[src/rco_pkg.sv]
// package: register map, field layout and types of the reference clock output block
package rco_pkg;

  // ==========================================================
  // register map (byte addresses on the register bus)
  localparam logic [3:0] RCO_ADDR_CONTROL = 4'h0;
  localparam logic [3:0] RCO_ADDR_STATUS  = 4'h4;
  localparam int         RCO_ADDR_W       = 4;

  // ==========================================================
  // control register field positions and widths
  localparam int RCO_EN_BIT   = 7;
  localparam int RCO_DC_LSB   = 3;
  localparam int RCO_DC_W     = 2;
  localparam int RCO_DIV_LSB  = 0;
  localparam int RCO_DIV_W    = 3;
  localparam int RCO_CTRL_W   = 8;

  // divide counter width: the largest ratio is 128, so counts run 0..127
  localparam int RCO_CNT_W    = 7;
  localparam int RCO_RATIO_W  = 8;

  // control register reset value: enable clear, duty 50%, undivided
  localparam logic [7:0] RCO_CTRL_RESET = 8'h10;

  // status register field positions
  localparam int RCO_STAT_RUN_BIT   = 0;
  localparam int RCO_STAT_LEVEL_BIT = 1;
  localparam int RCO_STAT_CNT_LSB   = 8;

  // ==========================================================
  // duty select codes
  localparam logic [1:0] RCO_DUTY_0  = 2'h0;
  localparam logic [1:0] RCO_DUTY_25 = 2'h1;
  localparam logic [1:0] RCO_DUTY_50 = 2'h2;
  localparam logic [1:0] RCO_DUTY_75 = 2'h3;

  // divide select code that passes the system clock through
  localparam logic [2:0] RCO_DIV_NONE = 3'h0;

  // ==========================================================
  // bus answer codes
  localparam logic [1:0] RCO_RESP_OKAY   = 2'h0;
  localparam logic [1:0] RCO_RESP_SLVERR = 2'h2;

  // ==========================================================
  // software view of the control register
  typedef struct packed {
    logic       refclk_on;
    logic [1:0] unused;
    logic [1:0] duty_select;
    logic [2:0] divide_select;
  } rco_ctrl_t;

endpackage

[src/rco_div_counter.sv]
// module: free divide counter for the reference clock output
`timescale 1ns/1ps

module rco_div_counter #(
  parameter int CNT_W = 7
) (
  // clock and reset
  input  wire logic             aclk,
  input  wire logic             aresetn,
  // control
  input  wire logic             clear,
  input  wire logic [CNT_W-1:0] last,
  // state
  output logic      [CNT_W-1:0] count
);

  // ==========================================================
  // counter
  // counts 0..last and wraps; held at zero while cleared so that
  // each start begins a whole period
  always_ff @(posedge aclk)
  begin
    if (!aresetn || clear)
      count <= '0;
    else if (count >= last)
      count <= '0; // also catches a ratio lowered mid-period
    else
      count <= count + {{(CNT_W-1){1'b0}}, 1'b1};
  end

endmodule // rco_div_counter

[src/rco_refclk_out.sv]
// module: reference clock output block with AXI4-Lite control register
`timescale 1ns/1ps
//
// Functional notes
// Output derives only from the system clock; clock changes pass straight through.
// Setting the enable starts the output with no glitch or runt pulse.
// Clearing the enable stops the output at once, mid-period.
// Divide select bits 2..0: 000 undivided, 001..111 divide by 2..128.
// Duty select bits 4..3: 11 75%, 10 50%, 01 25%, 00 constant low.
// Duty applies only for ratios of two or more; undivided follows clock.
// Divider and duty may change while enabled; glitches then allowed.
// Upper duty bit resets to one, giving 50% duty after reset.
// When the clock stops for sleep, outputs hold their present level.
// Bit 7 is the enable, one runs, zero stops, resets to zero.
// Generated clock also feeds other peripherals such as the carrier modulator.
// Disabled output is low; enabling restarts the divide counter from zero.

module rco_refclk_out (
  // clock and reset
  input  wire logic        aclk,
  input  wire logic        aresetn,
  // axi4-lite write address
  input  wire logic [31:0] s_axi_awaddr,
  input  wire logic [2:0]  s_axi_awprot,
  input  wire logic        s_axi_awvalid,
  output logic             s_axi_awready,
  // axi4-lite write data
  input  wire logic [31:0] s_axi_wdata,
  input  wire logic [3:0]  s_axi_wstrb,
  input  wire logic        s_axi_wvalid,
  output logic             s_axi_wready,
  // axi4-lite write response
  output logic [1:0]       s_axi_bresp,
  output logic             s_axi_bvalid,
  input  wire logic        s_axi_bready,
  // axi4-lite read address
  input  wire logic [31:0] s_axi_araddr,
  input  wire logic [2:0]  s_axi_arprot,
  input  wire logic        s_axi_arvalid,
  output logic             s_axi_arready,
  // axi4-lite read data
  output logic [31:0]      s_axi_rdata,
  output logic [1:0]       s_axi_rresp,
  output logic             s_axi_rvalid,
  input  wire logic        s_axi_rready,
  // clock outputs
  output logic             refclk_out_pin,
  output logic             refclk_carrier
);

  // ==========================================================
  // declarations
  rco_pkg::rco_ctrl_t             ctrl_reg;
  logic                           aw_held_reg;
  logic [rco_pkg::RCO_ADDR_W-1:0] aw_addr_reg;
  logic                           w_held_reg;
  logic [31:0]                    w_data_reg;
  logic [3:0]                     w_strb_reg;
  logic                           bvalid_reg;
  logic [1:0]                     bresp_reg;
  logic                           rvalid_reg;
  logic [1:0]                     rresp_reg;
  logic [31:0]                    rdata_reg;
  logic                           wr_fire;
  logic                           rd_fire;
  logic                           run_low_reg;
  logic                           div_phase_reg;
  logic [rco_pkg::RCO_CNT_W-1:0]  count;
  logic [rco_pkg::RCO_CNT_W-1:0]  last_count;
  logic [rco_pkg::RCO_RATIO_W-1:0] high_count;
  logic                           undivided;
  logic [31:0]                    status_word;
  logic [31:0]                    ctrl_word;
  logic                           refclk;

  // ==========================================================
  // decode helpers

  // byte address to register hit; only the low four address bits are decoded, all of them
  function automatic logic addr_is(input logic [rco_pkg::RCO_ADDR_W-1:0] a,
                                   input logic [rco_pkg::RCO_ADDR_W-1:0] ref_a);
    addr_is = (a == ref_a);
  endfunction

  // high time in system clocks for a divide code and duty code
  function automatic logic [rco_pkg::RCO_RATIO_W-1:0] high_of(
    input logic [rco_pkg::RCO_DIV_W-1:0] div,
    input logic [rco_pkg::RCO_DC_W-1:0]  dc);
    logic [rco_pkg::RCO_RATIO_W-1:0] ratio;
    logic [rco_pkg::RCO_RATIO_W-1:0] h;
    ratio = 8'h01 << div;
    unique case (dc)
      rco_pkg::RCO_DUTY_0:  h = 8'h00;
      rco_pkg::RCO_DUTY_25: h = ratio >> 2;
      rco_pkg::RCO_DUTY_50: h = ratio >> 1;
      rco_pkg::RCO_DUTY_75: h = ratio - (ratio >> 2);
    endcase
    // ratio 2 cannot show a quarter: keep at least one high and one low clock
    if (dc != rco_pkg::RCO_DUTY_0 && h == 8'h00)
      h = 8'h01;
    if (h >= ratio && ratio > 8'h01)
      h = ratio - 8'h01;
    high_of = h;
  endfunction

  // ==========================================================
  // bus handshakes
  // address and data are taken independently and held until the
  // write retires; a second write waits until the answer is taken
  assign s_axi_awready = !aw_held_reg && !bvalid_reg;
  assign s_axi_wready  = !w_held_reg && !bvalid_reg;
  assign s_axi_arready = !rvalid_reg;
  assign s_axi_bvalid  = bvalid_reg;
  assign s_axi_bresp   = bresp_reg;
  assign s_axi_rvalid  = rvalid_reg;
  assign s_axi_rresp   = rresp_reg;
  assign s_axi_rdata   = rdata_reg;

  assign wr_fire = aw_held_reg && w_held_reg && !bvalid_reg;
  assign rd_fire = s_axi_arvalid && !rvalid_reg;

  // write address capture
  always_ff @(posedge aclk)
  begin
    if (!aresetn)
    begin
      aw_held_reg <= 1'b0;
      aw_addr_reg <= '0;
    end
    else if (s_axi_awvalid && s_axi_awready)
    begin
      aw_held_reg <= 1'b1;
      aw_addr_reg <= s_axi_awaddr[rco_pkg::RCO_ADDR_W-1:0];
    end
    else if (wr_fire)
      aw_held_reg <= 1'b0;
  end

  // write data capture
  always_ff @(posedge aclk)
  begin
    if (!aresetn)
    begin
      w_held_reg <= 1'b0;
      w_data_reg <= '0;
      w_strb_reg <= '0;
    end
    else if (s_axi_wvalid && s_axi_wready)
    begin
      w_held_reg <= 1'b1;
      w_data_reg <= s_axi_wdata;
      w_strb_reg <= s_axi_wstrb;
    end
    else if (wr_fire)
      w_held_reg <= 1'b0;
  end

  // write response; status is read-only, so a write there is refused
  always_ff @(posedge aclk)
  begin
    if (!aresetn)
    begin
      bvalid_reg <= 1'b0;
      bresp_reg  <= rco_pkg::RCO_RESP_OKAY;
    end
    else if (wr_fire)
    begin
      bvalid_reg <= 1'b1;
      bresp_reg  <= addr_is(aw_addr_reg, rco_pkg::RCO_ADDR_CONTROL)
                    ? rco_pkg::RCO_RESP_OKAY : rco_pkg::RCO_RESP_SLVERR;
    end
    else if (s_axi_bready)
      bvalid_reg <= 1'b0;
  end

  // ==========================================================
  // control register
  // only byte lane 0 carries bits; bits 6..5 stay zero
  always_ff @(posedge aclk)
  begin
    if (!aresetn)
      ctrl_reg <= rco_pkg::rco_ctrl_t'(rco_pkg::RCO_CTRL_RESET);
    else if (wr_fire && w_strb_reg[0]
             && addr_is(aw_addr_reg, rco_pkg::RCO_ADDR_CONTROL))
    begin
      // taken whether enabled or not; mid-run changes may glitch
      ctrl_reg.refclk_on     <= w_data_reg[rco_pkg::RCO_EN_BIT];
      ctrl_reg.unused        <= 2'h0;
      ctrl_reg.duty_select   <= w_data_reg[rco_pkg::RCO_DC_LSB +: rco_pkg::RCO_DC_W];
      ctrl_reg.divide_select <= w_data_reg[rco_pkg::RCO_DIV_LSB +: rco_pkg::RCO_DIV_W];
    end
  end

  // ==========================================================
  // read path
  assign ctrl_word = {24'h000000, ctrl_reg};

  always_comb
  begin
    status_word = 32'h00000000;
    status_word[rco_pkg::RCO_STAT_RUN_BIT]   = run_low_reg;
    status_word[rco_pkg::RCO_STAT_LEVEL_BIT] = div_phase_reg;
    status_word[rco_pkg::RCO_STAT_CNT_LSB +: rco_pkg::RCO_CNT_W] = count;
  end

  // read answer one clock after the address is taken
  always_ff @(posedge aclk)
  begin
    if (!aresetn)
    begin
      rvalid_reg <= 1'b0;
      rresp_reg  <= rco_pkg::RCO_RESP_OKAY;
      rdata_reg  <= '0;
    end
    else if (rd_fire)
    begin
      rvalid_reg <= 1'b1;
      if (addr_is(s_axi_araddr[rco_pkg::RCO_ADDR_W-1:0], rco_pkg::RCO_ADDR_CONTROL))
      begin
        rresp_reg <= rco_pkg::RCO_RESP_OKAY;
        rdata_reg <= ctrl_word;
      end
      else if (addr_is(s_axi_araddr[rco_pkg::RCO_ADDR_W-1:0], rco_pkg::RCO_ADDR_STATUS))
      begin
        rresp_reg <= rco_pkg::RCO_RESP_OKAY;
        rdata_reg <= status_word;
      end
      else
      begin
        rresp_reg <= rco_pkg::RCO_RESP_SLVERR;
        rdata_reg <= 32'h00000000;
      end
    end
    else if (s_axi_rready)
      rvalid_reg <= 1'b0;
  end

  // ==========================================================
  // divider
  assign undivided  = (ctrl_reg.divide_select == rco_pkg::RCO_DIV_NONE);
  assign high_count = high_of(ctrl_reg.divide_select, ctrl_reg.duty_select);
  assign last_count = rco_pkg::RCO_CNT_W'((8'h01 << ctrl_reg.divide_select) - 8'h01);

  // counter held at zero while off, so each start is a whole period
  rco_div_counter #(
    .CNT_W (rco_pkg::RCO_CNT_W)
  ) u_div_counter (
    .aclk    (aclk),
    .aresetn (aresetn),
    .clear   (!ctrl_reg.refclk_on),
    .last    (last_count),
    .count   (count)
  );

  // divided phase: high for the first high_count clocks of each period
  always_ff @(posedge aclk)
  begin
    if (!aresetn)
      div_phase_reg <= 1'b0;
    else
      div_phase_reg <= ctrl_reg.refclk_on && !undivided
                       && ({1'b0, count} < high_count);
  end

  // ==========================================================
  // undivided gate
  // the enable is retimed on the falling edge so the gate only opens
  // or closes while the system clock is low: no runt high pulse
  always_ff @(negedge aclk)
  begin
    if (!aresetn)
      run_low_reg <= 1'b0;
    else
      run_low_reg <= ctrl_reg.refclk_on;
  end

  // ==========================================================
  // output select
  // divided mode gates on the enable itself, so a clear stops the
  // output in the same clock rather than at the end of the period;
  // the undivided path passes the system clock, so any clock switch
  // shows on the pin, and a stopped clock holds every level as is
  always_comb
  begin
    if (undivided)
      refclk = aclk & run_low_reg;
    else
      refclk = ctrl_reg.refclk_on & div_phase_reg;
  end

  // same clock to the pin and to on-chip users
  assign refclk_out_pin = refclk;
  assign refclk_carrier = refclk;

endmodule // rco_refclk_out

[config.mk]
export PLATFORM = sky130hd
export DESIGN_NAME = rco_refclk_out
export DESIGN_NICKNAME = d
export VERILOG_FILES = /design/src/rco_pkg.sv /design/src/rco_div_counter.sv /design/src/rco_refclk_out.sv
export SDC_FILE = /design/constraint.sdc
export NUM_CORES = 1
export LEC_CHECK = 0
export BUFFER_PORTS_ARGS = -buffer_cell sky130_fd_sc_hd__buf_2
export CAP_MARGIN = 20
export CORE_UTILIZATION = 40
export DETAILED_ROUTE_END_ITERATION = 10
export GPL_ROUTABILITY_DRIVEN = 0
export PLACE_DENSITY_LB_ADDON = 0.15
export SLEW_MARGIN = 15
export SYNTH_ARGS = -nofsm -noshare
export SYNTH_HDL_FRONTEND = slang
export SYNTH_SLANG_ARGS = --single-unit
[constraint.sdc]
create_clock -name aclk -period 5.1 [get_ports aclk]
set_input_delay 1.53 -clock aclk [delete_from_list [all_inputs] [get_ports aclk]]
set_output_delay 1.53 -clock aclk [all_outputs]
set_load 0.1 [all_outputs]
==> impl_metrics.prom <==
# TYPE chip_impl_metric gauge
chip_impl_info{name="critPathLaunch",value="run_low_reg$_SDFF_NN0_"} 1
chip_impl_info{name="grt.busiest_layer",value="met2"} 1
chip_impl_metric{name="post_synth_and_or_nand_nor_area_fraction",unit="%"} 16.9
chip_impl_metric{name="fin_total_pwr",unit="µW"} 861
chip_impl_metric{name="core",unit="µm²"} 6460
chip_impl_metric{name="use_met3",unit="%"} 6.29
chip_impl_metric{name="fraction_of_the_mapped_netlist_area_in_compound_gates",unit="%"} 18.5
chip_impl_metric{name="drtAntennaViolNets",unit=""} 0
chip_impl_metric{name="pre_cts_worst_setup_slack",unit="ns"} 0.0933
chip_impl_info{name="cp-start-kind",value="flip-flop"} 1
chip_impl_info{name="crit-reg2reg-capture",value="div_phase_reg$_SDFF_PN0_"} 1
chip_impl_metric{name="postSynthAreaPerCell",unit="µm²"} 8.63
chip_impl_metric{name="totalWireLength",unit="mm"} 6.32
chip_impl_metric{name="grt_max_degree",unit=""} 36
chip_impl_metric{name="hold_depth",unit=""} 2
chip_impl_metric{name="clkSlewWorstSetupHoldPaths",unit="ns"} 0.09
chip_impl_info{name="cts_tree",value="built"} 1
chip_impl_metric{name="num_antenna_cells",unit=""} 0
chip_impl_metric{name="hold_violations",unit=""} 0
chip_impl_metric{name="power_density",unit="nW/µm²"} 268
chip_impl_metric{name="mappedNetlistArea",unit="µm²"} 2740
chip_impl_metric{name="detail_route.drc_violations",unit=""} 7
chip_impl_metric{name="io_pins",unit=""} 156
chip_impl_metric{name="fin_skew",unit="ns"} 0.0706
chip_impl_metric{name="yosys.area_share.adder",unit="%"} 11.0
chip_impl_metric{name="static-leakage-power",unit="µW"} 0.00151
chip_impl_info{name="hold_end",value="ctrl_reg[4]$_SDFFE_PN1P_"} 1
chip_impl_metric{name="dieArea",unit="µm²"} 7170
chip_impl_info{name="synthTopCellsByCount",value="dfxtp_1 (45), nor2_1 (45), ha_1 (24)"} 1
chip_impl_metric{name="initial_antenna_violation_count",unit=""} 0
chip_impl_info{name="yosys.area.top_type",value="dfxtp_1"} 1
chip_impl_info{name="min-delay-start",value="w_data_reg[4]$_SDFFE_PN0P_"} 1
chip_impl_metric{name="timing.reg2reg.worst_path_depth",unit=""} 21
chip_impl_metric{name="path_max_fanout",unit=""} 2
chip_impl_metric{name="hold_buffers",unit=""} 0
chip_impl_metric{name="largest_register_ff_count",unit=""} 13
chip_impl_metric{name="groute.usage.overall",unit="%"} 18.6
chip_impl_metric{name="worst-endpoint-required",unit="ns"} 3.57
chip_impl_metric{name="port_buffers",unit=""} 43
chip_impl_metric{name="clk_latency",unit="ns"} 0.46
chip_impl_info{name="timing.hold.worst.class",value="flip-flop to flip-flop"} 1
chip_impl_info{name="outcome",value="finished with violations"} 1
chip_impl_metric{name="area_delta_synth_final",unit="%"} 17.5
chip_impl_metric{name="max_slew.worst_pin.slew",unit="ns"} 0.974
chip_impl_metric{name="postSynthCellCount",unit=""} 317
chip_impl_info{name="ys_dominant_reg_cell",value="dfxtp_1"} 1
chip_impl_metric{name="synth_edf_count",unit=""} 0
chip_impl_metric{name="setup_viol",unit=""} 3
chip_impl_metric{name="critical_path.n_buffers_inverters",unit=""} 2
chip_impl_metric{name="number_of_optimization_iterations_in_the_first_detailed_route_pass",unit=""} 10
chip_impl_metric{name="yosys_register_bits",unit=""} 45
chip_impl_info{name="critical-path-top-delay-family",value="flip-flops"} 1
chip_impl_metric{name="synth_seq_area_share",unit="%"} 32.9
chip_impl_metric{name="post_drt_via_cell_ratio",unit=""} 5.24
chip_impl_metric{name="cpPeakStageDelay",unit="ns"} 0.34
chip_impl_metric{name="wl_per_cell",unit="µm"} 14.2
chip_impl_metric{name="initial_utilization",unit="%"} 42.3
chip_impl_info{name="failed_checks",value="DRC, setup timing"} 1
chip_impl_info{name="crit_path_top_delay_cell",value="dfxtp_2"} 1
chip_impl_metric{name="slew_violations",unit=""} 0
chip_impl_metric{name="timing.max_cap.violations",unit=""} 0
chip_impl_metric{name="synth_cell_types",unit=""} 53
chip_impl_metric{name="dr_total_vias",unit=""} 2338
chip_impl_metric{name="slew_headroom",unit="%"} 34.7
chip_impl_metric{name="synth_xor_xnor_area_share",unit="%"} 1.92
chip_impl_metric{name="dp.final_hpwl",unit="mm"} 4.61
chip_impl_metric{name="met1_usage",unit="%"} 25.1
chip_impl_metric{name="final_layout_size_suffix_gt1_share",unit="%"} 23.0
chip_impl_metric{name="vdd_drop_max",unit="µV"} 155
chip_impl_info{name="reg2reg_from",value="ctrl_reg[0]$_SDFFE_PN0P_"} 1
chip_impl_info{name="worstPathCellList",value="nand2_4 > o21ai_4 > clkbuf_8 > buf_12"} 1
chip_impl_metric{name="synth_mux_area_share",unit="%"} 7.69
chip_impl_metric{name="height_of_the_die",unit="µm"} 84.7
chip_impl_metric{name="die_width",unit="µm"} 84.7
chip_impl_metric{name="synth.yosys.warnings",unit=""} 0
chip_impl_info{name="rsz0062_at_grt",value="yes"} 1
chip_impl_metric{name="first_pass_grt_wire_length",unit="mm"} 10.2
chip_impl_info{name="timing_worst_setup_path_type",value="flip-flop to output port"} 1
chip_impl_metric{name="final_net_count",unit=""} 505
chip_impl_metric{name="placement_rows",unit=""} 29
chip_impl_metric{name="timing.final.ws_setup",unit="ns"} -0.297
chip_impl_metric{name="drt_iter0_drc",unit=""} 117
chip_impl_metric{name="whs",unit="ns"} 0.488
chip_impl_metric{name="post-synth-top-area-fraction",unit="%"} 32.9
chip_impl_metric{name="timing.reg2reg.setup_slack",unit="ns"} 0.36
chip_impl_metric{name="first_global_vias",unit=""} 2190
chip_impl_info{name="dominant_combinational_cell_family_by_area_after_synthesis",value="compound AO/OA/AOI/OAI gates"} 1
chip_impl_metric{name="groute.layer.met2.usage",unit="%"} 27.3
chip_impl_info{name="yosys-top-cells-area",value="dfxtp_1 (33%), ha_1 (11%), mux2i_1 (7.7%)"} 1
chip_impl_metric{name="grt_remaining_overflow",unit=""} 0
chip_impl_metric{name="arrival",unit="ns"} 3.87
chip_impl_info{name="critical_path.endpoint_type",value="output port"} 1
chip_impl_metric{name="ys_async_sr_fraction",unit="%"} 0
layout by cell type (no fill, tap or decap), types with 8 or more instances in the layout:
master    synthesis  routed
nor2_1           45      45
dfxtp_1          45      43
buf_2             5      41
ha_1             24      24
mux2i_1          21      21
conb_1            1      21
nand2_1          19      18
inv_1            16      16
a22oi_1          15      15
clkbuf_8          0      13
a21oi_1          11      11
a21o_1            8       8
power by group:
| group | total, µW | leakage (µW) | switching, µW | internal (µW) |
|---|---|---|---|---|
| Clock | 342 | 0.000133 | 147 | 195 |
| Sequential | 367 | 0.000367 | 6.19 | 361 |
| Combinational | 152 | 0.00101 | 129 | 23.2 |
| Total | 861 | 0.00151 | 282 | 580 |
worst reg2reg max path: stages (launching register included):
cell and delay, ns:
dfxtp_1 0.42, nor2_1 0.20, inv_2 0.08, nor2_4 0.15, inv_4 0.08, ha_1 0.23
nor2b_1 0.23, o21ai_0 0.13, a31o_1 0.26, o32ai_2 0.28, ha_1 0.29, nand2b_1 0.16
a31oi_1 0.17, o21ai_1 0.12, o211ai_1 0.12, nand2b_1 0.17, o21ai_0 0.27, ha_1 0.30
and3_1 0.20, a221oi_1 0.32, a21oi_1 0.09, a2111oi_2 0.37
layer usage:
layer,share of wire (%),up-vias
li1,-,1170
met3,7.2,5
met1,49,1089
met5,0,-
met2,43,74
met4,0.51,0
stage by stage:
step                std cells  TNS, ns  utilization [%]  instance area, µm²
floorplan                 337   -0.211                -                2840
global placement          430        0             46.0                2970
detailed placement        430        0             46.0                2970
CTS                       446   -0.622             49.5                3200
global route              446   -0.692             49.7                3210
finish                    446   -0.593             49.7                3210
logic make-up (layout without fill, tap and decap cells):
group / after synthesis / count (layout)
simple gates: 99 / 99
other cells: 1 / 21
compound gates: 66 / 66
flops: 45 / 45
fa+ha+maj: 24 / 24
buf+inv: 55 / 87
mux: 21 / 21
xor+xnor: 6 / 6
how the worst max path moves through the flow:
stage,to,depth (start not counted),slack [ns]
3_5_place_dp,refclk_carrier,3,0.09
3_3_place_gp,refclk_carrier,3,0.1
4_1_cts,refclk_out_pin,4,-0.31
5_1_grt,refclk_out_pin,4,-0.35
2_1_floorplan,refclk_out_pin,3,-0.21
6_report,refclk_out_pin,4,-0.30
final cells by class:
class,instances,area (µm²)
Clock buffer,15,219
Clock inverter,4,21.3
Fill cell,643,3250
Inverter,20,77.6
Multi-Input combinational cell,237,1640
Sequential cell,45,903
Tap cell,77,96.3
Timing Repair Buffer,48,258
what timing repair did:
item	CTS	global route
setup endpoints to repair	3	4
gates resized for setup	8	3
buffers inserted	0	0
hold endpoints to repair	0	0
gates cloned	0	0
pin swaps	1	0
Note: power is estimated with default switching activity, not from simulation.
